===== src/rtl/static_class_pkg.sv =====
// Constants shared by the static frame classifier
package static_class_pkg;
	// Header bytes kept per frame: DA, SA, two VLAN tags, SecTAG up to PN
	localparam int HDR_BYTES = 30;
	localparam int POS_W = 5;
	localparam int DA_CMP_COUNT = 8;
	localparam int CRIT_COUNT = 29;
	localparam int ET_SEL_COUNT = 18;
	// Reset values of the writable address compares, then the fixed SecTAG EtherType and SL limit
	localparam logic [47:0] FIXED_DA_RST = 48'h0100_0CCC_CCCC;
	localparam logic [43:0] PREFIX_DA_RST = 44'h0180_C200_000;
	localparam logic [15:0] SECTAG_TYPE = 16'h88E5;
	localparam logic [5:0] SL_LIMIT = 6'h30;
	// Byte offsets in the frame
	localparam logic [4:0] OFS_TYPE0 = 5'h0C;
	localparam logic [4:0] OFS_TYPE1 = 5'h10;
	localparam logic [4:0] OFS_TYPE2 = 5'h14;
	// TCI bit positions
	localparam int TCI_V = 7;
	localparam int TCI_ES = 6;
	localparam int TCI_SC = 5;
	localparam int TCI_SCB = 4;
	localparam int TCI_E = 3;
	localparam int TCI_C = 2;
	// Tag check enable bits
	localparam int CHK_V = 0;
	localparam int CHK_CE = 1;
	localparam int CHK_SCES = 2;
	localparam int CHK_SCB = 3;
	localparam int CHK_SL = 4;
	localparam int CHK_PN = 5;
	// Criterion enable mask layout
	localparam int EN_DA = 0;
	localparam int EN_ET_LO = 8;
	localparam int EN_ET_HI = 16;
	localparam int EN_COMBO = 24;
	localparam int EN_FIXED = 26;
	localparam int EN_PREFIX = 27;
	localparam int EN_RANGE = 28;
	// Tag parse classes
	localparam logic [1:0] CLASS_UNTAGGED = 2'h0;
	localparam logic [1:0] CLASS_BAD = 2'h1;
	localparam logic [1:0] CLASS_KAY = 2'h2;
	localparam logic [1:0] CLASS_TAGGED = 2'h3;
endpackage


===== src/rtl/static_frame_classifier.sv =====
// Static frame classifier: control bit, SecTAG class and VLAN parse per frame
module static_frame_classifier (
	input wire logic mclk_i,
	input wire logic srst_i,
	input wire logic in_valid_i,
	input wire logic [7:0] in_data_i,
	input wire logic in_last_i,
	output logic in_ready_o,
	input wire logic fixed_da_wr_i,
	input wire logic [47:0] fixed_da_i,
	input wire logic prefix_da_wr_i,
	input wire logic [43:0] prefix_da_i,
	input wire logic [47:0] da_range_low_i,
	input wire logic [47:0] da_range_high_i,
	input wire logic [383:0] da_compare_n_i,
	input wire logic [255:0] ethertype_compare_n_i,
	input wire logic [95:0] da_and_type_da_i,
	input wire logic [31:0] da_and_type_et_i,
	input wire logic [17:0] ethertype_source_select_i,
	input wire logic enable_wr_i,
	input wire logic [28:0] criterion_enable_mask_i,
	input wire logic [5:0] tag_check_config_i,
	input wire logic vlan_bypass_i,
	input wire logic prio_enable_i,
	input wire logic [2:0] default_prio_i,
	input wire logic [15:0] qtag_type_i,
	input wire logic [15:0] stag_type_i,
	input wire logic [23:0] inner_priority_remap_i,
	input wire logic res_ready_i,
	output logic res_valid_o,
	output logic control_o,
	output logic [1:0] tag_class_o,
	output logic vlan_valid_o,
	output logic stag_valid_o,
	output logic qtag_valid_o,
	output logic qinq_o,
	output logic [2:0] user_prio_o,
	output logic [11:0] vlan_id_o,
	output logic [2:0] inner_prio_o,
	output logic [11:0] inner_vid_o,
	output logic [15:0] parsed_type_o
);

	////////////////////////////////////////////////////////////////////////////
	logic [7:0] hdr_r [0:static_class_pkg::HDR_BYTES-1];
	logic [7:0] hv [0:static_class_pkg::HDR_BYTES-1];
	logic [7:0] tb [0:7];
	logic [static_class_pkg::POS_W-1:0] pos_r;
	logic [47:0] fixed_da_r;
	logic [43:0] prefix_da_r;
	logic [28:0] enable_r;
	logic beat, done;
	logic [47:0] da;
	logic [15:0] type0, type1, type2, parsed, sec_type;
	logic vlan1, vlan2, is_s;
	logic [4:0] sec_base;
	logic [7:0] tci;
	logic [31:0] pn;
	logic [1:0] tag_class;
	logic [28:0] hits;
	logic [2:0] up, inner_up;

	assign beat = in_valid_i && in_ready_o;
	assign done = beat && in_last_i;

	////////////////////////////////////////////////////////////////////////////
	// Header capture; short frames read as zero past their end
	always_ff @(posedge mclk_i) begin
		if (srst_i) begin
			pos_r <= '0;
		end else if (beat) begin
			if (in_last_i) begin
				pos_r <= '0;
			end else if (pos_r != static_class_pkg::POS_W'(static_class_pkg::HDR_BYTES)) begin
				pos_r <= pos_r + 5'h01;
			end
		end
	end

	always_ff @(posedge mclk_i) begin
		if (beat && pos_r < static_class_pkg::POS_W'(static_class_pkg::HDR_BYTES)) begin
			hdr_r[pos_r] <= in_data_i;
		end
	end

	// Last byte is folded in directly so results land at the end beat
	always_comb begin
		for (int i = 0; i < static_class_pkg::HDR_BYTES; i++) begin
			if (static_class_pkg::POS_W'(i) < pos_r) begin
				hv[i] = hdr_r[i];
			end else if (beat && static_class_pkg::POS_W'(i) == pos_r) begin
				hv[i] = in_data_i;
			end else begin
				hv[i] = 8'h00;
			end
		end
	end

	////////////////////////////////////////////////////////////////////////////
	// Writable compare values and enables
	always_ff @(posedge mclk_i) begin
		if (srst_i) begin
			fixed_da_r <= static_class_pkg::FIXED_DA_RST;
		end else if (fixed_da_wr_i) begin
			fixed_da_r <= fixed_da_i;
		end
	end

	always_ff @(posedge mclk_i) begin
		if (srst_i) begin
			prefix_da_r <= static_class_pkg::PREFIX_DA_RST;
		end else if (prefix_da_wr_i) begin
			prefix_da_r <= prefix_da_i;
		end
	end

	always_ff @(posedge mclk_i) begin
		if (srst_i) begin
			enable_r <= '0;
		end else if (enable_wr_i) begin
			enable_r <= criterion_enable_mask_i;
		end
	end

	////////////////////////////////////////////////////////////////////////////
	// VLAN parse
	assign da = {hv[0], hv[1], hv[2], hv[3], hv[4], hv[5]};
	assign type0 = {hv[12], hv[13]};
	assign type1 = {hv[16], hv[17]};
	assign type2 = {hv[20], hv[21]};
	assign is_s = (type0 == stag_type_i);
	assign vlan1 = is_s || (type0 == qtag_type_i);
	assign vlan2 = vlan1 && (type1 == stag_type_i || type1 == qtag_type_i);
	assign parsed = vlan2 ? type2 : (vlan1 ? type1 : type0);
	assign up = (vlan1 && prio_enable_i) ? hv[14][7:5] : default_prio_i;
	assign inner_up = inner_priority_remap_i[3*hv[18][7:5] +: 3];

	////////////////////////////////////////////////////////////////////////////
	// SecTAG parse; only bypass mode looks past VLAN tags
	always_comb begin
		sec_base = static_class_pkg::OFS_TYPE0;
		if (vlan_bypass_i && vlan2) begin
			sec_base = static_class_pkg::OFS_TYPE2;
		end else if (vlan_bypass_i && vlan1) begin
			sec_base = static_class_pkg::OFS_TYPE1;
		end
		for (int j = 0; j < 8; j++) begin
			tb[j] = hv[sec_base + 5'(j)];
		end
	end

	assign sec_type = {tb[0], tb[1]};
	assign tci = tb[2];
	assign pn = {tb[4], tb[5], tb[6], tb[7]};

	always_comb begin
		if (sec_type != static_class_pkg::SECTAG_TYPE) begin
			tag_class = static_class_pkg::CLASS_UNTAGGED;
		end else if (tag_check_config_i[static_class_pkg::CHK_V] && tci[static_class_pkg::TCI_V]) begin
			tag_class = static_class_pkg::CLASS_BAD;
		end else if (!tci[static_class_pkg::TCI_C] && tci[static_class_pkg::TCI_E]) begin
			tag_class = static_class_pkg::CLASS_KAY;
		end else if ((tag_check_config_i[static_class_pkg::CHK_CE] && tci[static_class_pkg::TCI_C]
				&& !tci[static_class_pkg::TCI_E])
				|| (tag_check_config_i[static_class_pkg::CHK_SCES] && tci[static_class_pkg::TCI_SC]
				&& tci[static_class_pkg::TCI_ES])
				|| (tag_check_config_i[static_class_pkg::CHK_SCB] && tci[static_class_pkg::TCI_SC]
				&& tci[static_class_pkg::TCI_SCB])
				|| (tag_check_config_i[static_class_pkg::CHK_SL] && tb[3][5:0] >= static_class_pkg::SL_LIMIT)
				|| (tag_check_config_i[static_class_pkg::CHK_PN] && pn == 32'h0000_0000)) begin
			tag_class = static_class_pkg::CLASS_BAD;
		end else begin
			tag_class = static_class_pkg::CLASS_TAGGED;
		end
	end

	////////////////////////////////////////////////////////////////////////////
	// Control criteria; a type compare picks its own source per index
	always_comb begin
		for (int k = 0; k < static_class_pkg::DA_CMP_COUNT; k++) begin
			hits[static_class_pkg::EN_DA + k] = (da == da_compare_n_i[48*k +: 48]);
			hits[static_class_pkg::EN_ET_LO + k] =
				((ethertype_source_select_i[k] ? parsed : type0) == ethertype_compare_n_i[16*k +: 16]);
			hits[static_class_pkg::EN_ET_HI + k] = ((ethertype_source_select_i[10 + k] ? parsed : type0)
				== ethertype_compare_n_i[16*(8 + k) +: 16]);
		end
		for (int c = 0; c < 2; c++) begin
			hits[static_class_pkg::EN_COMBO + c] = (da == da_and_type_da_i[48*c +: 48])
				&& ((ethertype_source_select_i[8 + c] ? parsed : type0) == da_and_type_et_i[16*c +: 16]);
		end
		hits[static_class_pkg::EN_FIXED] = (da == fixed_da_r);
		hits[static_class_pkg::EN_PREFIX] = (da[47:4] == prefix_da_r);
		hits[static_class_pkg::EN_RANGE] = (da >= da_range_low_i) && (da <= da_range_high_i);
	end

	////////////////////////////////////////////////////////////////////////////
	// Result hand-off; input stalls while a result waits, one set per frame
	always_ff @(posedge mclk_i) begin
		if (srst_i) begin
			res_valid_o <= 1'b0;
			in_ready_o <= 1'b0;
		end else if (done) begin
			res_valid_o <= 1'b1;
			in_ready_o <= 1'b0;
		end else if (res_valid_o && res_ready_i) begin
			res_valid_o <= 1'b0;
			in_ready_o <= 1'b1;
		end else if (!res_valid_o) begin
			in_ready_o <= 1'b1;
		end
	end

	always_ff @(posedge mclk_i) begin
		if (srst_i) begin
			control_o <= 1'b0;
			tag_class_o <= static_class_pkg::CLASS_UNTAGGED;
		end else if (done) begin
			control_o <= |(hits & enable_r);
			tag_class_o <= tag_class;
		end
	end

	always_ff @(posedge mclk_i) begin
		if (srst_i) begin
			vlan_valid_o <= 1'b0;
			stag_valid_o <= 1'b0;
			qtag_valid_o <= 1'b0;
			qinq_o <= 1'b0;
			user_prio_o <= '0;
			vlan_id_o <= '0;
			inner_prio_o <= '0;
			inner_vid_o <= '0;
			parsed_type_o <= '0;
		end else if (done) begin
			vlan_valid_o <= vlan1;
			stag_valid_o <= vlan1 && is_s;
			qtag_valid_o <= vlan1 && !is_s;
			qinq_o <= vlan2;
			user_prio_o <= up;
			vlan_id_o <= {hv[14][3:0], hv[15]};
			inner_prio_o <= inner_up;
			inner_vid_o <= {hv[18][3:0], hv[19]};
			parsed_type_o <= parsed;
		end
	end
endmodule


===== config.mk =====
export PLATFORM = sky130hd
export DESIGN_NAME = static_frame_classifier
export DESIGN_NICKNAME = d
export VERILOG_FILES = /design/src/rtl/static_class_pkg.sv /design/src/rtl/static_frame_classifier.sv
export SDC_FILE = /design/constraint.sdc
export NUM_CORES = 2
export LEC_CHECK = 0
export ABC_AREA = 1
export BUFFER_PORTS_ARGS = -buffer_cell sky130_fd_sc_hd__buf_2
export CAP_MARGIN = 15
export CELL_PAD_IN_SITES_DETAIL_PLACEMENT = 0
export CELL_PAD_IN_SITES_GLOBAL_PLACEMENT = 2
export CORE_AREA = 5 5 445 447
export DETAILED_ROUTE_END_ITERATION = 10
export DIE_AREA = 0 0 450 452
export MAX_ROUTING_LAYER = met4
export PLACE_DENSITY = 0.6
export SYNTH_ARGS = -nofsm -noshare
export SYNTH_HDL_FRONTEND = slang
export SYNTH_SLANG_ARGS = --single-unit

===== constraint.sdc =====
create_clock -name mclk_i -period 9.9 [get_ports mclk_i]
set_input_delay 0.495 -clock mclk_i [delete_from_list [all_inputs] [get_ports mclk_i]]
set_output_delay 0.495 -clock mclk_i [all_outputs]
set_load 0.005 [all_outputs]

-- Word level (Yosys, flattened, before mapping)
Memories as Yosys holds them, arrays and structs flattened.
Cells that the tools add are included.
- flip-flop bits (word level): 181
- memory bits (writable): 240
- bits of input ports: 1086
- output and inout bits: 55
- memories kept: 1
- memory list (name ; depth ; width ; rd ports ; clocked after memory_dff ; write ports ; line ; source):
    hdr_r ; 30 ; 8 ; 30 ; 0 ; 1 ; static_frame_classifier.sv:45 ; logic [7:0] hdr_r [0:static_class_pkg::HDR_BYTES-1];
- $add $sub $neg: 8
- multiply operators: 1
- order comparisons: 42
- equality and inequality tests: 66
- shift operators: 1
- muxes and demuxes: 119
- bitwise logic cells: 9
- reduce and logical (&&, ||, !) cells: 69
- operators with widths (cell ; number):
    $mux 8 ; 74
    $eq 48x48->1 ; 11
    $eq 16x16->1 ; 22
    $bmux 8 s5 ; 8
    $mux 16 ; 20
    $eq 5x5->1 const A ; 14
    $lt 5x5->1 const A ; 14
    $ge 6x6->1 const B ; 9
    $logic_and 1x1->1 ; 53
    $ge 48x48->1 ; 1
    $le 48x48->1 ; 1
    $not 5->6 ; 8
    $eq 44x44->1 ; 1
    $eq 4x5->1 const A ; 8
    $lt 4x5->1 const A ; 8
    $logic_not 32->1 ; 1
    $and 29x29->29 ; 1
    $reduce_or 29->1 ; 1
    $shiftx 24x6->3 ; 1
    $add 5x3->5 const B ; 4
    $eq 3x5->1 const A ; 4
    $lt 3x5->1 const A ; 4
    $mux 5 ; 4
    $ne 16x16->1 const B ; 1
    other kinds (20) ; 42

-- Logic depth before layout (Yosys ltp)
- depth after elaboration: 24
- depth in mapped cells: 35
- mapped depth without buffers: 31

-- Worst setup path before layout
No wires, ideal clock.
- kind: reg-to-reg
- start: register pos_r[1] (netlist bit)
- end: register control_o
- library setup time: 0.117 ns
- data arrival time: 3.312 ns
- data required time: 9.783 ns
- setup slack: 6.471 ns
- cell stages (with the launch flop): 30
- path buffers: 3
- path through: dfxtp_1 -> buf_4 -> inv_2 -> ha_1 -> nand3_2 -> nor2_4 -> nand2_1 -> inv_1 -> nand2_1 -> nand2_1 -> nand2_1 -> nand2_1 -> nand2_1 -> nor2_1 -> nand3_1 -> nand2_2 -> nand2_2 -> buf_6 -> nand2_1 -> nand2_2 -> buf_4 -> o21ai_1 -> xor2_1 -> nor2_1 -> nand3_1 -> nand2_1 -> nor2_1 -> nand3_1 -> nor2_1 -> nor2_1
- longest elaborated chain between the ends: 13
- elaborated cells between the ends (all ways): 124
- classes of those cells: 14 x order compare; 45 x eq/ne; 44 x mux; 1 x bitwise; 20 x reduce/logical
- ends and longest elaborated chain (what ; line ; source):
    from (decl) ; static_frame_classifier.sv:48 ; logic [static_class_pkg::POS_W-1:0] pos_r;
    from (signal assigned) ; static_frame_classifier.sv:75 ; pos_r <= pos_r + 5'h01;
    parallel branches: the longest is 11 deep, another holds $lt 4x5->1 ; -- ;
    $and 29x29->29 * ; static_frame_classifier.sv:218 ; control_o <= |(hits & enable_r);
    $reduce_or 29->1 * ; static_frame_classifier.sv:218 ;
    to (signal assigned) ; static_frame_classifier.sv:218 ;
    to (decl) ; static_frame_classifier.sv:31 ; output logic control_o,
Mark *: on every way between the ends.
A chain may end at the register's enable or synchronous reset.

-- Final worst setup path
Same ends and word-level chain as after synthesis.

==> reports/summary.txt <==
Psw -> 0.00163 W
Setup Buffers After CTS -> 0
Yosys top cell area share -> 21.5%
All-Layer GR Usage -> 30.8%
post-route ant nets -> 0
Synth cell types -> 63
Critical Path End Type -> flop
r2r setup slk -> 2680 ps
Synth Cell Area -> 35600 sq um
Slew HR -> 12.1%
first-pass GRT wire length -> 417000 um
Final period util -> 72.9%
max-slew violations -> 0
number of vias per cell -> 5.02
CP max-delay cell -> nand2_1
vias in the first global route -> 45700
max_cap viols -> 0
maximum number of pins on one net before global-route repair -> 72
quantity of gates resized following cts -> 0
largest cells by area after synthesis -> nand2_1, edfxtp_1, dfxtp_1
crit-path max FO -> 66
Top Usage Layer GRT -> met2
Initial DRC Count -> 4953
Initial Util -> 18.4%
crit-path most repeated cell -> nand2_1
Main synth FF type -> dfxtp_1
overall die height -> 452 um
full die area -> 203000 sq um
GRT Residual Overflow -> 0
EDFF count, synth -> 176
Avg Synthesized Cell Area -> 6.03 sq um
met3 usage -> 3.14%
I/O pin cnt -> 1141
Crit path largest cell delay -> 630 ps
P_leak -> 22.8 nW
type of the tightest min-delay check -> in2reg
final core occ -> 23.9%
Post-synth top cells -> nand2_1, inv_1, nor2_1
Seq pwr share -> 34.8%
worst skew pair latency -> 700 ps
synth warn -> 0
sw frac -> 34.7%
H-tree levels -> 2
fin crit period -> 7220 ps
CP arrival -> 7820 ps
Worst-Margin Slew -> 1310 ps
power share of the combinational group -> 25.3%
endpoints failing setup -> 0
met1 usage -> 37.0%
die width -> 450 um
Crit Path Class -> reg2reg
Max Clock Skew -> 90.8 ps
final hold violation count -> 0
CP Launch Type -> flop
Clk pin slew, worst setup/hold paths -> 90 ps
area grow syn2layout -> 29.9%
Peak VDD IR -> 0.119 mV
gpl congestion -> 0.963
Routed WL -> 321000 um
routed vias -> 48200
Port Buffers -> 1140
clock power share -> 39.9%
PD cells -> 101 nW/um^2
count leader, synth -> nand2_1
WL per Instance -> 33.4 um
CTS buffer count -> 50
Root Buffer -> clkbuf_16
register bit total from synthesis -> 357
share of flip-flops with an asynchronous set or reset -> 0%
Max Fclk -> 139 MHz
initial antenna violation count -> 160
RSZ-0062 raised after global routing -> false
Critical Path RT -> 10500 ps
Final nets -> 8156
FP Rows -> 162
1st-pass router iterations -> 5
CTS Hold Buffers Added -> 0
worst hold path depth -> 3
Seq/Total Area, Yosys -> 25.0%
Pint -> 0.00306 W
Fin Setup TNS -> 0 ps
Synth area leader -> nand2_1
Mapped Cells -> 5904
core footprint -> 194000 sq um
Synth Net Count -> 7090
Worst Reg-to-Reg Cells -> 32
layout cells sized above 1 -> 21.1%
CTS tree -> yes
clock sink count -> 357
drc violations -> 0
status -> complete, no violations
clk buf depth -> 3
Detailed Place HPWL -> 258000 um
GR Util met2 -> 52.5%
[through the flow]
step                instance area, sq um  hold slack [ps]  setup WS [ps]  total power [W]  cells
floorplan                          35600              434           6470          0.00216   5904
global placement                   44400              453           2840          0.00283   9457
detailed placement                 44400              462           2740          0.00283   9459
CTS                                46100             23.2           2770          0.00472   9550
global route                       46200             50.1           2260          0.00487   9603
finish                             46300             65.4           2680          0.00469   9616
[layer usage]
metal | vias to the layer above | part of all wire, %
met5 | - | 0
met4 | 0 | 5.1
met3 | 607 | 5.4
met2 | 2436 | 48
met1 | 23400 | 41
li1 | 21800 | -
[layout make-up]
type / count / area (sq um)
fillers: 22500 / 148000
multi-input cells: 4707 / 23500
flip-flops and latches: 357 / 8910
repair buffers: 1259 / 6620
well taps: 2542 / 3180
inverters: 595 / 2240
clock buffers: 65 / 1340
clock inverters: 26 / 307
diodes: 65 / 163
[worst paths after layout]
path / start / to
min reg2reg: vlan_id_o[8] / vlan_id_o[8]
min: fixed_da_i[26] / fixed_da_r[26]
max: pos_r[1] / control_o
max reg2reg: pos_r[1] / control_o
[cell usage in the layout, fill, tap and decap left out, types with 12 or more instances in the layout]
cell type,synthesis,routed
or2_2,44,44
a211oi_1,29,28
inv_1,557,556
nor2_2,13,13
edfxtp_1,176,176
nand2_1,2040,2038
o22ai_1,122,122
o2111ai_1,18,18
clkbuf_1,163,12
o21ai_0,337,332
o211ai_1,22,22
nand4_1,71,71
buf_2,38,1140
xor2_1,114,114
o21a_1,12,12
ha_1,100,100
xnor2_1,98,98
nor3_1,22,21
nor4_1,49,48
dfxtp_1,181,181
diode_2,0,65
nand2_2,47,49
nand3_1,527,527
clkinv_1,28,32
nand3b_1,89,89
o31ai_1,13,13
o21ai_1,50,52
nor2_1,548,547
a22o_1,20,20
a221oi_1,59,58
buf_4,15,116
clkbuf_16,0,50
a21oi_1,163,163
a21o_1,14,14
[registers in the layout, indices dropped and copies added, names as in the netlist, 2 cells and up]
name,count
fixed_da_r,48
inner_vid_o,12
vlan_id_o,12
hdr_r,176
pos_r,5
enable_r,29
inner_prio_o,3
parsed_type_o,16
prefix_da_r,44
tag_class_o,2
user_prio_o,3
[critical path: cells and delay by family (launching register included)]
family / cells / cell delay (ps)
buffers and inverters: 2 / 800
flip-flops: 1 / 480
adder cells (fa/ha/maj): 1 / 310
AND/OR/NAND/NOR: 29 / 5570
[kinds of logic (layout without fill, tap and decap cells)]
family | Yosys count | after routing | synth area share [%]
flops | 357 | 357 | 25.0
fa+ha+maj | 100 | 100 | 3.51
buf+inv | 840 | 1945 | 9.29
simple gates | 3481 | 3481 | 41.5
other cells | 0 | 65 | 0
compound gates | 914 | 914 | 15.4
xor+xnor | 212 | 212 | 5.21
[power by group through the flow]
stage | clock, W | sequential (W) | combinational (W)
after floorplan | 0 | 0.00164 | 0.000518
after global routing | 0.00196 | 0.00163 | 0.00127
after CTS | 0.00191 | 0.00163 | 0.00118
final | 0.00187 | 0.00163 | 0.00119
after detailed placement | 0 | 0.00166 | 0.00117
after global placement | 0 | 0.00166 | 0.00117
No activity file was read; power rests on OpenSTA's default activity.
